**src/verilog/spc_params.svh**
```systemverilog
`ifndef SPC_PARAMS_SVH
`define SPC_PARAMS_SVH
`define SPC_REG_OFFSET 2'h0
`define SPC_RESET_VALUE 8'h00
`define SPC_BIT_IRQ_EN 7
`define SPC_BIT_ECLK 6
`define SPC_BIT_EDRV 5
`define SPC_BIT_EEPROM_DATA_BIT 4
`define SPC_BIT_PHYREL 3
`define SPC_BIT_MCLK 2
`define SPC_BIT_MDRV 1
`define SPC_BIT_MGMT_DATA_BIT 0
`define SPC_STS_IRQ_FLAG 7
`endif

```
**src/verilog/spc_pkg.sv**
```systemverilog
package spc_pkg;
  typedef enum logic [1:0] {
    spc_own_nvram,
    spc_own_serial
  } spc_owner_t;
  typedef logic [7:0] spc_byte_t;
endpackage

```
**src/verilog/spc_sync.sv**
```systemverilog
`timescale 1ns/1ps
// ----------------------------------------
// two-flop level synchroniser
// ----------------------------------------
module spc_sync
(
  input wire logic clk,
  input wire logic din,
  output logic dout
);
  // no reset here: a strap pin must reach dout while reset is still held
  logic stage1;
  logic next_stage1;
  logic next_dout;

  always_comb
  begin
    next_stage1 = din;
    next_dout = stage1;
  end

  always_ff @(posedge clk)
  begin
    stage1 <= next_stage1;
    dout <= next_dout;
  end
endmodule

```
**src/verilog/spc_serial_pin_control.sv**
```systemverilog
`timescale 1ns/1ps
`include "spc_params.svh"

// What this block does
// - eeprom pin ownership goes to whichever of the nvram register or this register was written last.
// - any reset hands eeprom pin ownership to the nvram register.
// - adapter soft reset or host bus reset clears every bit of the register.
// - with the irq enable set, a low management data pin sets the irq flag.
// - while this register owns the eeprom pins, the eeprom clock bit drives the eeprom clock pin.
// - with the eeprom port disabled the eeprom clock bit reads 0.
// - the eeprom clock pin is sampled at reset; low means the eeprom port is disabled.
// - eeprom drive enable set drives the data pin from the data bit while this register owns the eeprom pins, else the bit loads from the pin.
// - the phy reset release bit drives the phy reset pin, which is low while the bit is 0.
// - the phy reset release bit changes only by software writes and by any reset, which clears it.
// - the management clock bit drives the management clock pin directly.
// - management drive enable set drives the data pin from the data bit, else the bit loads from the pin.
// - a low management data line, between frames or inside one, is latched in the irq flag.
// - the irq flag clears only on a write of 1 to its bit or on any reset; writing 0 leaves it.
module spc_serial_pin_control
(
  input wire logic clk,
  input wire logic reset_n,
  input wire logic adapter_reset,
  input wire logic [1:0] reg_addr,
  input wire logic reg_wr,
  input wire logic [7:0] reg_wdata,
  input wire logic sts_wr,
  input wire logic [7:0] sts_wdata,
  input wire logic nvram_wr,
  input wire logic nvram_eeprom_clock,
  input wire logic nvram_eeprom_data,
  input wire logic nvram_eeprom_drive,
  output logic [7:0] reg_rdata,
  output logic mgmt_irq_flag,
  output logic eeprom_disabled,
  output logic serial_owns_eeprom,
  output logic eeprom_clock_pin,
  input wire logic eeprom_clock_pin_in,
  input wire logic eeprom_data_pin_in,
  output logic eeprom_data_pin_out,
  output logic eeprom_data_pin_oe_n,
  output logic mgmt_clock_pin,
  input wire logic mgmt_data_pin_in,
  output logic mgmt_data_pin_out,
  output logic mgmt_data_pin_oe_n,
  output logic phy_reset_pin
);
  // ----------------------------------------
  // pin synchronisers
  // ----------------------------------------
  logic eclk_sync;
  logic eeprom_data_bit_sync;
  logic mgmt_data_bit_sync;

  // the strap is sensed on the pin level, not on our own clock output
  spc_sync u_eclk_sync (.clk(clk), .din(eeprom_clock_pin_in), .dout(eclk_sync));
  spc_sync u_eeprom_data_bit_sync (.clk(clk), .din(eeprom_data_pin_in), .dout(eeprom_data_bit_sync));
  spc_sync u_mgmt_data_bit_sync (.clk(clk), .din(mgmt_data_pin_in), .dout(mgmt_data_bit_sync));

  // ----------------------------------------
  // register state
  // ----------------------------------------
  spc_pkg::spc_byte_t ctrl;
  spc_pkg::spc_byte_t next_ctrl;
  spc_pkg::spc_owner_t owner;
  spc_pkg::spc_owner_t next_owner;
  logic next_irq;
  logic next_disabled;
  logic strap_pending;
  logic next_strap_pending;
  logic any_reset;
  logic ctrl_write;

  assign any_reset = !reset_n || adapter_reset;
  assign ctrl_write = reg_wr && (reg_addr == `SPC_REG_OFFSET);

  function automatic logic spc_serial_owner(input spc_pkg::spc_owner_t who);
    return who == spc_pkg::spc_own_serial;
  endfunction

  // ----------------------------------------
  // control byte
  // ----------------------------------------
  always_comb
  begin
    next_ctrl = ctrl;
    if (ctrl_write)
    begin
      next_ctrl = reg_wdata;
    end
    // input bits follow the pins while not driven
    if (!next_ctrl[`SPC_BIT_EDRV])
    begin
      next_ctrl[`SPC_BIT_EEPROM_DATA_BIT] = eeprom_data_bit_sync;
    end
    if (!next_ctrl[`SPC_BIT_MDRV])
    begin
      next_ctrl[`SPC_BIT_MGMT_DATA_BIT] = mgmt_data_bit_sync;
    end
    if (any_reset)
    begin
      next_ctrl = `SPC_RESET_VALUE;
    end
  end

  always_ff @(posedge clk)
  begin
    ctrl <= next_ctrl;
  end

  // ----------------------------------------
  // eeprom pin ownership
  // ----------------------------------------
  always_comb
  begin
    next_owner = owner;
    // a same-cycle register write beats the nvram write
    if (ctrl_write)
    begin
      next_owner = spc_pkg::spc_own_serial;
    end
    else if (nvram_wr)
    begin
      next_owner = spc_pkg::spc_own_nvram;
    end
    if (any_reset)
    begin
      next_owner = spc_pkg::spc_own_nvram;
    end
  end

  always_ff @(posedge clk)
  begin
    owner <= next_owner;
  end

  // ----------------------------------------
  // management interrupt flag
  // ----------------------------------------
  always_comb
  begin
    next_irq = mgmt_irq_flag;
    // set wins over a simultaneous write-1 clear
    if (sts_wr && sts_wdata[`SPC_STS_IRQ_FLAG])
    begin
      next_irq = 1'b0;
    end
    // no frame tracking: a low line inside a frame also sets the flag
    if (ctrl[`SPC_BIT_IRQ_EN] && !mgmt_data_bit_sync)
    begin
      next_irq = 1'b1;
    end
    if (any_reset)
    begin
      next_irq = 1'b0;
    end
  end

  always_ff @(posedge clk)
  begin
    mgmt_irq_flag <= next_irq;
  end

  // ----------------------------------------
  // eeprom strap sense
  // ----------------------------------------
  always_comb
  begin
    next_disabled = eeprom_disabled;
    next_strap_pending = 1'b0;
    // tracked all through reset and once more after release
    if (strap_pending || any_reset)
    begin
      next_disabled = !eclk_sync;
    end
    if (any_reset)
    begin
      next_strap_pending = 1'b1;
    end
  end

  always_ff @(posedge clk)
  begin
    eeprom_disabled <= next_disabled;
    strap_pending <= next_strap_pending;
  end

  // ----------------------------------------
  // pin and read-back drivers
  // ----------------------------------------
  spc_pkg::spc_byte_t next_rdata;
  logic next_eclk_pin;
  logic next_eeprom_data_bit_out;
  logic next_eeprom_data_bit_oe_n;

  always_comb
  begin
    next_rdata = next_ctrl;
    if (next_disabled)
    begin
      next_rdata[`SPC_BIT_ECLK] = 1'b0;
    end
    if (spc_serial_owner(next_owner))
    begin
      next_eclk_pin = next_ctrl[`SPC_BIT_ECLK];
      next_eeprom_data_bit_out = next_ctrl[`SPC_BIT_EEPROM_DATA_BIT];
      next_eeprom_data_bit_oe_n = !next_ctrl[`SPC_BIT_EDRV];
    end
    else
    begin
      next_eclk_pin = nvram_eeprom_clock;
      next_eeprom_data_bit_out = nvram_eeprom_data;
      next_eeprom_data_bit_oe_n = !nvram_eeprom_drive;
    end
    // pullup left to sense strap while reset holds the pin released
    if (any_reset)
    begin
      next_eclk_pin = 1'b1;
      next_eeprom_data_bit_oe_n = 1'b1;
    end
  end

  always_ff @(posedge clk)
  begin
    reg_rdata <= next_rdata;
    serial_owns_eeprom <= spc_serial_owner(next_owner);
    eeprom_clock_pin <= next_eclk_pin;
    eeprom_data_pin_out <= next_eeprom_data_bit_out;
    eeprom_data_pin_oe_n <= next_eeprom_data_bit_oe_n;
    mgmt_clock_pin <= next_ctrl[`SPC_BIT_MCLK];
    mgmt_data_pin_out <= next_ctrl[`SPC_BIT_MGMT_DATA_BIT];
    mgmt_data_pin_oe_n <= !next_ctrl[`SPC_BIT_MDRV];
    phy_reset_pin <= next_ctrl[`SPC_BIT_PHYREL];
  end
endmodule

```
**config.mk**
```make
export PLATFORM = sky130hd
export DESIGN_NAME = spc_serial_pin_control
export DESIGN_NICKNAME = d
export VERILOG_FILES = /design/src/verilog/spc_pkg.sv /design/src/verilog/spc_sync.sv /design/src/verilog/spc_serial_pin_control.sv
export VERILOG_INCLUDE_DIRS = /design/src /design/src/verilog
export SDC_FILE = /design/constraint.sdc
export NUM_CORES = 1
export LEC_CHECK = 0
export BUFFER_PORTS_ARGS = -buffer_cell sky130_fd_sc_hd__buf_4
export CORE_MARGIN = 3
export CORE_UTILIZATION = 40
export CTS_CLUSTER_DIAMETER = 50
export DETAILED_ROUTE_END_ITERATION = 8
export PLACE_DENSITY = 0.72
export SYNTH_ARGS = -nofsm -noshare
export SYNTH_HDL_FRONTEND = slang
export SYNTH_SLANG_ARGS = --single-unit
```
**constraint.sdc**
```tcl
create_clock -name clk -period 2.9 [get_ports clk]
set_input_delay 0.58 -clock clk [delete_from_list [all_inputs] [get_ports clk]]
set_output_delay 0.58 -clock clk [all_outputs]
set_load 0.1 [all_outputs]
```
# After elaboration in Yosys (flattened, before gate mapping)
# Index checks and enable logic that the tools add are counted.
# op_classes
n_reduce_logical	13
n_eq_ne	1
muxes	14
# op_table
operator	count
8-bit 2-to-1 mux	2
1-bit 2-to-1 mux	9
1-bit zero test	6
2-bit 2-to-1 mux	3
1-bit logical AND	3
2-bit by 1-bit equality test with 1-bit output (second input constant)	1
2-bit zero test	1
1-bit logical OR	2
2-bit nonzero test	1
# totals
output_inout_bits	18
reg_bits	35
elab_cells	49

# Longest topological paths before layout
# Gate-level depths: netlist (run 1).
# depth
ltp_word	7
depth_mapped	4

# Hierarchy
# From an unflattened synthesis (run 1), not the netlist that was laid out.
# unflattened
hier_cells	86
area_unflattened_um2	910.9
# by_module_without_submodules
mod	area_per_inst_um2	cells_each	instances
spc_serial_pin_control	790.8	80	1
spc_sync	40.0	2	3

# Least setup slack after synthesis (run 1)
# Ideal clock, no wire load.
# synth_timing
kind	register -> output
start	reg ctrl[0] (netlist name)
end	out reg_rdata[0]
path_stages_with_launch	2
path_slack_ps	946
arrival_ps	1374
path_cell_list	dfxtp_1 buf_4
# synth_rtl
element	line	source
to (decl)	spc_serial_pin_control.sv:33	output logic [7:0] reg_rdata,

==> insert_results.sql, run 1 <==
INSERT INTO impl_metrics (metric_group, metric, value, unit) VALUES
('run_status', 'outcome', 'completed', ''),
('finish', 'share_of_cells_above_drive_strength_1', '43.8', '%'),
('worst_hold_path', 'hold-path-cell-count', '0', ''),
('yosys', 'synth_cells', '86', ''),
('setup_path', 'crit_path_cell_trace', 'buf_4', ''),
('power', 'vdd.ir_drop.worst', '0.281', 'mV'),
('floorplanning', 'die_w', '53.7', 'um'),
('drt', 'initialDrtViolationCount', '4', ''),
('drt', 'detail_route.wirelength', '1.72', 'mm'),
('finish', 'ant_diodes', '0', ''),
('sta', 'timing_max_transition_violations_final', '0', ''),
('clocking', 'quantity_of_gates_resized_following_cts', '0', ''),
('sta', 'tightestPinTransition', '0.410', 'ns'),
('yosys', 'synth_cell_type_count', '27', ''),
('sta', 'final_hold_viol_count', '0', ''),
('finish', 'instances_no_fill', '148', ''),
('yosys', 'netlist.area_leader.share', '54.9', '%'),
('sta', 'min_period', '1.63', 'ns'),
('setup_path', 'critical-path-slowest-cell', 'dfxtp_1', ''),
('sta', 'slew_headroom', '72.7', '%'),
('setup_path', 'rr_startpoint', 'ctrl[5]$_DFF_P_', ''),
('floorplanning', 'coreArea', '2060', 'um^2'),
('setup_path', 'timing.critical_path.from_type', 'register', ''),
('drt', 'routed_via_density', '4.71', ''),
('clocking', 'cts-buffers-inserted', '3', ''),
('sta', 'sum_of_negative_setup_slack', '0', 'ns'),
('floorplanning', 'start_util', '44.2', '%'),
('drt', 'drtPass1Iterations', '4', ''),
('finish', 'reg.largest.list', 'ctrl x7, owner x2, reg_rdata x2', ''),
('clocking', 'clock_latency', '0.31', 'ns'),
('finish', 'most_frequent_cells_in_the_layout', '42 x buf_4, 25 x dfxtp_1, 10 x nand2_1', ''),
('sta', 'clock.fmax', '0.612', 'GHz'),
('finish', 'max_flop_register', 'ctrl', ''),
('yosys', 'synth.avg_cell_area', '10.6', 'um^2'),
('worst_hold_path', 'hold_class', 'register to register', ''),
('power', 'power_density', '518', 'nW/um^2'),
('placed_design', 'place_inst', '144', ''),
('grt', 'antenna_violations_before_repair', '0', ''),
('finish', 'final_common_cell', 'buf_4', ''),
('run', 'cap_violations', '0', ''),
('worst_hold_path', 'hold_path.startpoint', 'u_mgmt_data_bit_sync.next_dout$_DFF_P_', ''),
('yosys', 'syn-num-nets', '116', ''),
('clocking', 'ctsLongestPathBuffers', '2', ''),
('yosys', 'sequential_area_share_after_synthesis', '54.9', '%'),
('grt', 'grt_overflow_total', '0', ''),
('setup_path', 'worst-endpoint-arrival', '1.05', 'ns'),
('setup_path', 'worstPathBufferInverterCount', '1', ''),
('floorplanning', 'boundary_pin_count', '48', ''),
('finish', 'final_net_count', '152', ''),
('yosys', 'mappedNetlistArea', '911', 'um^2'),
('drt', 'routed_wire_length_per_instance', '11.6', 'um'),
('drt', 'drc', '0', ''),
('yosys', 'ys_top_cells_by_area', 'dfxtp_1 55%, buf_4 6.6%, mux2i_1 5.5%', ''),
('clocking', 'clock-root-buffer', 'clkbuf_4', ''),
('clocking', 'cts_hold_repair.buffers', '0', ''),
('clocking', 'cts.sinks', '25', ''),
('setup_path', 'critical_path.max_fanout', '4', ''),
('floorplanning', 'floorplan.die.height', '53.7', 'um'),
('clocking', 'postCtsSetupBuffers', '0', ''),
('drt', 'detailed_route_via_count', '697', ''),
('sta', 'final_min_period_over_clock_period', '56.3', '%'),
('grt', 'via_count_of_the_first_global_routing_pass', '663', ''),
('placed_design', 'finalWeightedCongestion', '0.732', ''),
('sta', 'clock_skew', '0.00879', 'ns'),
('power', 'total_power', '0.625', 'mW'),
('setup_path', 'timing.setup.critical_path_class', 'register to output pin', ''),
('grt', 'grt_start_max_net_pins', '20', ''),
('yosys', 'yosys_warnings', '0', ''),
('power', 'p_leak', '0.535', 'nW'),
('sta', 'setup_violations', '0', ''),
('setup_path', 'critical-path-max-stage-delay', '0.42', 'ns');
==> how the worst max path moves through the flow <==
| stage | from | end | cells past startpoint |
|---|---|---|---|
| after floorplan | ctrl[0]$_SDFFE_PN0P_ | reg_rdata[0] | 1 |
| after global placement | adapter_reset | eeprom_data_pin_out$_DFF_P_ | 5 |
| after detailed placement | reg_addr[1] | ctrl[0]$_SDFFE_PN0P_ | 4 |
| after CTS | ctrl[5]$_DFF_P_ | reg_rdata[5] | 1 |
| after global routing | ctrl[5]$_DFF_P_ | reg_rdata[5] | 1 |
| final | ctrl[5]$_DFF_P_ | reg_rdata[5] | 1 |
==> layout make-up <==
type	count	area [um^2]
fillers	186	855
flip-flops and latches	25	500
multi-input cells	48	323
repair buffers	42	315
well taps	27	33.8
clock buffers	3	22.5
inverters	2	7.51
clock inverters	1	5.00
==> routing by layer <==
layer  global-route usage, %  vias up  share of wire (%)
met4                    7.66        0               0.47
li1                        -      354                  -
met5                       0        -                  0
met1                    15.3      323                 42
met2                    22.4       18                 51
met3                    2.77        2                5.8
==> report_power, final <==
group | total (mW) | internal [mW] | leakage (nW) | switching (mW)
logic | 0.114 | 0.0393 | 0.311 | 0.0743
clock network | 0.152 | 0.0515 | 0.0177 | 0.100
registers | 0.359 | 0.355 | 0.206 | 0.00430
==> synth_stat cells <==
cell	count
a21oi_1	6
o21bai_1	1
a211o_2	1
o221a_2	1
buf_1	1
buf_2	1
a22oi_1	1
or3b_1	1
or4_1	1
or2_2	1
nor3_1	1
inv_1	2
nand2b_1	2
nor4bb_1	1
nor2_1	6
or3b_4	1
nor3b_1	4
nand2_1	10
mux2_2	1
buf_6	1
dfxtp_1	25
a211oi_1	1
buf_4	8
nor4b_1	1
a2111oi_2	1
mux2i_1	5
nor3b_2	1
==> cell families after synthesis <==
group | after synthesis | share of synthesized area, %
buffers and inverters | 13 | 9.61
muxes | 6 | 6.73
DFF | 25 | 54.9
and+or+nand+nor | 30 | 19.0
AOI/OAI and AO/OA | 12 | 9.75
==> stage by stage <==
step	hold slack [ns]	utilization (%)	cell area, um^2	worst slack [ns]
after floorplan	0.310	-	911	0.946
after global placement	0.311	57.2	1180	1.12
after detailed placement	0.312	57.2	1180	1.08
after CTS	0.343	58.6	1210	1.26
after global routing	0.337	58.6	1210	1.23
final	0.344	58.6	1210	1.27
No activity file was read; power rests on OpenSTA's default activity.
==> inputs of run 2 (changes only) <==
Settings changed: ABC_AREA from default to 1, PLACE_DENSITY 0.72 to 0.73.
Clock period 2.9 ns to 1.6 ns, I/O delays scaled along.
==> run 2 against run 1 <==
Effect of this change:
- area after synthesis decreased by 1.8%
- critical endpoint is now reg_rdata[7]
- via count increased by 4.3%
- largest cell class unchanged
- sequential cell count unchanged
- clock-buffer cell count unchanged
- design area decreased by 0.93%
- sequential share of layout area increased by 0.70 points
- clock skew decreased by 0.0037 ns
- cell count increased by 16%
- worst setup slack got worse by 0.96 ns
==> insert_results.sql, run 2 <==
INSERT INTO impl_metrics (metric_group, metric, value, unit) VALUES
('run_status', 'outcome', 'completed', ''),
('grt', 'grt_start_max_net_pins', '15', ''),
('placed_design', 'finalWeightedCongestion', '0.746', ''),
('yosys', 'netlist.area_leader.share', '55.9', '%'),
('setup_path', 'critical-path-slowest-cell', 'dfxtp_1', ''),
('clocking', 'ctsLongestPathBuffers', '2', ''),
('sta', 'clock_skew', '0.00506', 'ns'),
('setup_path', 'timing.setup.critical_path_class', 'register to output pin', ''),
('clocking', 'clk_pin_slew', '0.13', 'ns'),
('setup_path', 'worst_ep_required_time', '1.28', 'ns'),
('setup_path', 'timing.reg2reg.setup_slack', '0.67', 'ns'),
('clocking', 'quantity_of_gates_resized_following_cts', '0', ''),
('run', 'cap_violations', '0', ''),
('placed_design', 'buffer_ports.inserted', '40', ''),
('sta', 'tightestPinTransition', '0.281', 'ns'),
('yosys', 'ys_top_cells_by_area', 'dfxtp_1 56%, nand2_1 12%, buf_4 5.9%', ''),
('yosys', 'syn-num-nets', '138', ''),
('drt', 'routed_wire_length_per_instance', '9.58', 'um'),
('sta', 'clock.fmax', '0.773', 'GHz'),
('yosys', 'synth_common_cells', '28 x nand2_1, 25 x dfxtp_1, 14 x nor2_1, 9 x inv_1, 7 x buf_4', ''),
('floorplanning', 'floorplan.die.height', '53.3', 'um'),
('drt', 'routed_via_density', '4.25', ''),
('clocking', 'cts.htree.levels', '1', ''),
('grt', 'via_count_of_the_first_global_routing_pass', '638', ''),
('floorplanning', 'die_w', '53.3', 'um'),
('yosys', 'synth_flop_cell', 'dfxtp_1', ''),
('yosys', 'synth.avg_cell_area', '8.28', 'um^2'),
('sta', 'final_hold_viol_count', '0', ''),
('grt', 'antenna_violations_before_repair', '0', ''),
('setup_path', 'timing.critical_path.from_type', 'register', ''),
('grt', 'grt_overflow_total', '0', ''),
('clocking', 'cts_hold_repair.buffers', '0', ''),
('sta', 'min_period', '1.29', 'ns'),
('setup_path', 'crit_path_cell_trace', 'buf_4', ''),
('worst_hold_path', 'hold-path-cell-count', '1', ''),
('setup_path', 'critical_path.max_fanout', '3', ''),
('floorplanning', 'rows', '16', ''),
('clocking', 'cts.sinks', '25', ''),
('sta', 'timing_max_transition_violations_final', '0', ''),
('grt', 'wire_length_of_the_first_global_routing_pass', '2.58', 'mm'),
('finish', 'max_ffs_per_register', '7', ''),
('clocking', 'clock_latency', '0.31', 'ns'),
('finish', 'syn2layout_area_growth', '33.7', '%'),
('setup_path', 'number_of_cells_on_the_critical_path', '1', ''),
('power', 'vdd.ir_drop.worst', '0.618', 'mV'),
('finish', 'final_net_count', '175', ''),
('yosys', 'ys_ff_latch', '25', ''),
('drt', 'drtAntennaViolNets', '0', ''),
('floorplanning', 'die_area', '2840', 'um^2'),
('clocking', 'clock-root-buffer', 'clkbuf_4', ''),
('power', 'power_density', '951', 'nW/um^2'),
('yosys', 'yosys_warnings', '0', ''),
('sta', 'sum_of_negative_setup_slack', '0', 'ns'),
('worst_hold_path', 'hold_class', 'primary input to register', ''),
('finish', 'ant_diodes', '0', ''),
('floorplanning', 'coreArea', '2040', 'um^2'),
('setup_path', 'end_kind', 'output pin', ''),
('drt', 'drc', '0', ''),
('setup_path', 'worst-endpoint-arrival', '0.97', 'ns'),
('yosys', 'mappedNetlistArea', '895', 'um^2'),
('sta', 'final.setup.worst_slack', '0.307', 'ns'),
('finish', 'share_of_cells_above_drive_strength_1', '38.9', '%'),
('finish', 'max_flop_register', 'ctrl', ''),
('placed_design', 'place_hpwl', '1.31', 'mm'),
('sta', 'grt_setup_unrepaired', 'no', ''),
('yosys', 'most_common_cell_in_the_netlist', 'nand2_1', ''),
('sta', 'setup_violations', '0', ''),
('setup_path', 'worstPathBufferInverterCount', '1', ''),
('drt', 'initialDrtViolationCount', '6', ''),
('clocking', 'tritoncts', 'yes', ''),
('placed_design', 'pre_cts_slack', '0.253', 'ns'),
('yosys', 'synth_cell_type_count', '16', ''),
('sta', 'final.hold.worst_slack', '0.0977', 'ns'),
('placed_design', 'place_inst', '167', ''),
('finish', 'reg.largest.list', 'ctrl x7, owner x2, reg_rdata x2', ''),
('clocking', 'cts-buffers-inserted', '3', ''),
('floorplanning', 'boundary_pin_count', '48', ''),
('finish', 'instances_no_fill', '171', ''),
('finish', 'most_frequent_cells_in_the_layout', '40 x buf_4, 28 x nand2_1, 22 x dfxtp_1', ''),
('drt', 'detail_route.wirelength', '1.64', 'mm'),
('yosys', 'number_of_enable_type_register_cells_in_the_synthesized_netlist', '0', ''),
('drt', 'detailed_route_via_count', '727', ''),
('floorplanning', 'start_util', '43.8', '%'),
('sta', 'final_min_period_over_clock_period', '80.8', '%'),
('finish', 'final_common_cell', 'buf_4', ''),
('drt', 'drtPass1Iterations', '3', ''),
('sta', 'slew_headroom', '81.4', '%'),
('grt', 'groute.usage.overall', '12.7', '%'),
('yosys', 'yosys.area.top_type', 'dfxtp_1', ''),
('setup_path', 'critical-path-max-stage-delay', '0.37', 'ns'),
('clocking', 'postCtsSetupBuffers', '0', ''),
('yosys', 'proportion_of_register_bits_with_asynchronous_set_or_reset_after_synthesis', '0', '%'),
('yosys', 'synth_cells', '108', ''),
('setup_path', 'reg2regPathDepth', '7', ''),
('yosys', 'sequential_area_share_after_synthesis', '55.9', '%'),
('power', 'p_leak', '0.603', 'nW'),
('setup_path', 'cp_top_family', 'flip-flops', '');
-- run 2: report_power, final --
part	internal, mW	switching [mW]	leakage (nW)
registers	0.645	0.00762	0.207
clock network	0.0934	0.176	0.0177
logic	0.0674	0.148	0.378
-- run 2: final cells by class --
cell class | count | area, um^2
fillers | 204 | 846
flip-flops and latches | 25 | 504
repair buffers | 40 | 300
multi-input cells | 61 | 278
inverters | 14 | 52.6
well taps | 27 | 33.8
clock buffers | 3 | 22.5
clock inverters | 1 | 5.00
-- run 2: logic make-up after synthesis --
group / count (synthesis) / synth area share, %
and+or+nand+nor: 54 / 27.1
DFF: 25 / 55.9
buffers and inverters: 22 / 13.0
AOI/OAI and AO/OA: 7 / 3.92
-- run 2: through the flow --
step / total power, mW / utilization, % / area, um^2
final: 1.14 / 58.6 / 1200
after global placement: 0.880 / 57.2 / 1170
after global routing: 1.19 / 58.6 / 1200
after detailed placement: 0.884 / 57.2 / 1170
after CTS: 1.15 / 58.6 / 1200
after floorplan: 0.817 / - / 898
-- run 2: final timing paths --
check	to	from
hold / removal	u_eclk_sync.next_dout$_DFF_P_	eeprom_clock_pin_in
hold reg to reg	u_eclk_sync.dout$_DFF_P_	u_eclk_sync.next_dout$_DFF_P_
setup / recovery	reg_rdata[7]	reg_rdata[7]$_SDFFE_PN0P_
setup reg to reg	eeprom_data_pin_out$_DFF_P_	owner[1]$_DFF_P_
-- run 2: layer usage --
layer | track usage (%) | share of wire [%] | routed length [um] | up-vias
li1 | - | - | - | 393
met1 | 13.8 | 40 | 649 | 309
met2 | 22.9 | 52 | 852 | 21
met3 | 3.38 | 6.5 | 107 | 4
met4 | 5.11 | 1.6 | 27 | 0
met5 | 0 | 0 | 0 | -
==> inputs of run 3 (changes only) <==
Settings changed: ABC_AREA 1 to 0, PLACE_DENSITY 0.73 to 0.72.
Clock period 1.6 ns to 1.2 ns, I/O delays scaled along.
==> run 3 against run 2 <==
Effect of this change:
- the run now ends with negative setup slack left
- critical path depth rose by 2
- first-iteration DRC count rose to 3.7 times the previous value
- total power rose by 39%
- via count rose by 5.0%
- largest power group unchanged
==> insert_results.sql, run 3 (synthesized netlist as in run 1, its figures left out) <==
INSERT INTO impl_metrics (metric_group, metric, value, unit) VALUES
('run', 'cap_violations', '0', ''),
('floorplanning', 'die_w', '53.7', 'um'),
('run_status', 'outcome', 'finished with violations', ''),
('worst_hold_path', 'hold-path-cell-count', '3', ''),
('clocking', 'clk_pin_slew', '0.14', 'ns'),
('grt', 'grt.met1_usage', '16.4', '%'),
('worst_hold_path', 'hold_class', 'primary input to register', ''),
('grt', 'wire_length_of_the_first_global_routing_pass', '3.03', 'mm'),
('sta', 'final.setup.worst_slack', '-0.149', 'ns'),
('setup_path', 'timing.critical_path.from_type', 'register', ''),
('drt', 'routed_via_density', '4.71', ''),
('sta', 'final.hold.worst_slack', '0.131', 'ns'),
('floorplanning', 'start_util', '44.2', '%'),
('finish', 'ant_diodes', '0', ''),
('drt', 'drtPass1Iterations', '4', ''),
('setup_path', 'timing.rr.end', 'eeprom_data_pin_out$_DFF_P_', ''),
('finish', 'final_common_cell', 'buf_4', ''),
('finish', 'max_flop_register', 'ctrl', ''),
('sta', 'tightestPinTransition', '0.409', 'ns'),
('grt', 'antenna_violations_before_repair', '0', ''),
('run_status', 'failed_checks', 'negative setup slack', ''),
('setup_path', 'reg2regPathDepth', '3', ''),
('clocking', 'cts.sinks', '25', ''),
('sta', 'grt_setup_unrepaired', 'yes', ''),
('drt', 'drtAntennaViolNets', '0', ''),
('clocking', 'clock_latency', '0.33', 'ns'),
('drt', 'detailed_route_via_count', '763', ''),
('drt', 'detail_route.wirelength', '2.05', 'mm'),
('floorplanning', 'floorplan.die.height', '53.7', 'um'),
('setup_path', 'worst-endpoint-arrival', '1.59', 'ns'),
('setup_path', 'end_kind', 'register', ''),
('finish', 'reg.largest.list', 'ctrl x7, owner x2, reg_rdata x2', ''),
('grt', 'grt_start_max_net_pins', '19', ''),
('setup_path', 'critical_path.max_fanout', '3', ''),
('clocking', 'tritoncts', 'yes', ''),
('placed_design', 'buffer_ports.inserted', '40', ''),
('sta', 'final_hold_viol_count', '0', ''),
('sta', 'final_min_period_over_clock_period', '112', '%'),
('setup_path', 'worst_ep_required_time', '1.44', 'ns'),
('clocking', 'cts.htree.levels', '1', ''),
('clocking', 'clock-root-buffer', 'clkbuf_4', ''),
('drt', 'initialDrtViolationCount', '22', ''),
('floorplanning', 'coreArea', '2060', 'um^2'),
('drt', 'routed_wire_length_per_instance', '12.6', 'um'),
('floorplanning', 'boundary_pin_count', '48', ''),
('clocking', 'cts-buffers-inserted', '3', ''),
('worst_hold_path', 'worst_hold_path.endpoint', 'reg_rdata[7]$_SDFFE_PN0P_', ''),
('placed_design', 'finalWeightedCongestion', '0.749', ''),
('grt', 'grt_overflow_total', '0', ''),
('power', 'p_leak', '0.651', 'nW'),
('placed_design', 'pre_cts_slack', '-0.211', 'ns'),
('placed_design', 'place_hpwl', '1.46', 'mm'),
('setup_path', 'timing.setup.critical_path_class', 'register to register', ''),
('sta', 'setup_violations', '3', ''),
('sta', 'min_period', '1.35', 'ns'),
('sta', 'clock_skew', '0.0159', 'ns'),
('sta', 'slew_headroom', '72.4', '%'),
('floorplanning', 'rows', '16', ''),
('finish', 'final_net_count', '166', ''),
('sta', 'sum_of_negative_setup_slack', '-0.278', 'ns'),
('grt', 'groute.usage.overall', '14.9', '%'),
('finish', 'max_ffs_per_register', '7', ''),
('finish', 'most_frequent_cells_in_the_layout', '33 x buf_4, 15 x dfxtp_1, 10 x nand2_1', ''),
('setup_path', 'rr_startpoint', 'owner[0]$_DFF_P_', ''),
('sta', 'clock.fmax', '0.741', 'GHz'),
('grt', 'top_usage_layer', 'met2', ''),
('floorplanning', 'die_area', '2890', 'um^2'),
('finish', 'share_of_cells_above_drive_strength_1', '57.8', '%'),
('finish', 'syn2layout_area_growth', '67.3', '%'),
('power', 'power_density', '1040', 'nW/um^2'),
('setup_path', 'timing.reg2reg.setup_slack', '-0.15', 'ns'),
('power', 'vdd.ir_drop.worst', '0.794', 'mV'),
('power', 'total_power', '1.59', 'mW'),
('sta', 'timing_max_transition_violations_final', '0', ''),
('drt', 'drc', '0', ''),
('worst_hold_path', 'hold_path.startpoint', 'reg_wdata[7]', ''),
('grt', 'via_count_of_the_first_global_routing_pass', '711', ''),
('grt', 'met3_usage_grt', '3.32', '%'),
('clocking', 'ctsLongestPathBuffers', '2', ''),
('grt', 'met2_usage', '26.4', '%');
[run 3: repair_timing]
action                                 CTS  global route
gates cloned                             0             0
endpoints found under the hold margin    2             1
gates resized for setup                 23            23
setup endpoints to repair               16            21
buffers inserted                         1             0
pin swaps                                1             2
hold buffers                             2             1
[run 3: critical path, cell delays in order (launching register included)]
cell     delay (ns)
dfxtp_2        0.34
or3b_4         0.39
or4_4          0.42
o221a_4        0.12
[run 3: metal layers]
metal | part of all wire [%] | routed length [um]
met4 | 1.1 | 23
met5 | 0 | 0
met2 | 55 | 1120
met3 | 4.6 | 94
met1 | 39 | 806
[run 3: layout make-up]
cell class                 count  area [um^2]
inverter                       2         7.51
sequential                    25          518
fill                         147          538
tap                           27         33.8
clock inverter                 1         7.51
timing repair buffer          56          584
clock buffer                   3         22.5
multi-input combinational     48          350
[run 3: power by group]
group	internal [mW]	switching, mW	total (mW)	leakage, nW
registers	0.856	0.0158	0.872	0.211
logic	0.145	0.190	0.335	0.427
clock network	0.128	0.251	0.378	0.0139
total	1.13	0.456	1.59	0.651
[run 3: worst max path at each step]
stage                                  endpoint  slack [ns]             start  cells past startpoint
floorplan           eeprom_data_pin_out$_DFF_P_       -0.12  owner[0]$_DFF_P_                      3
global placement    eeprom_data_pin_out$_DFF_P_       -0.20          nvram_wr                      4
detailed placement  eeprom_data_pin_out$_DFF_P_       -0.21          nvram_wr                      4
CTS                 eeprom_data_pin_out$_DFF_P_       -0.14  owner[0]$_DFF_P_                      3
global route        eeprom_data_pin_out$_DFF_P_       -0.18  owner[0]$_DFF_P_                      3
finish              eeprom_data_pin_out$_DFF_P_       -0.15  owner[0]$_DFF_P_                      3
[run 3: stage by stage]
step	instance area [um^2]	util [%]	cells
5_1_grt	1520	73.9	162
3_3_place_gp	1270	61.8	154
3_5_place_dp	1270	61.8	154
2_1_floorplan	931	-	86
6_report	1520	73.9	162
4_1_cts	1420	68.9	161
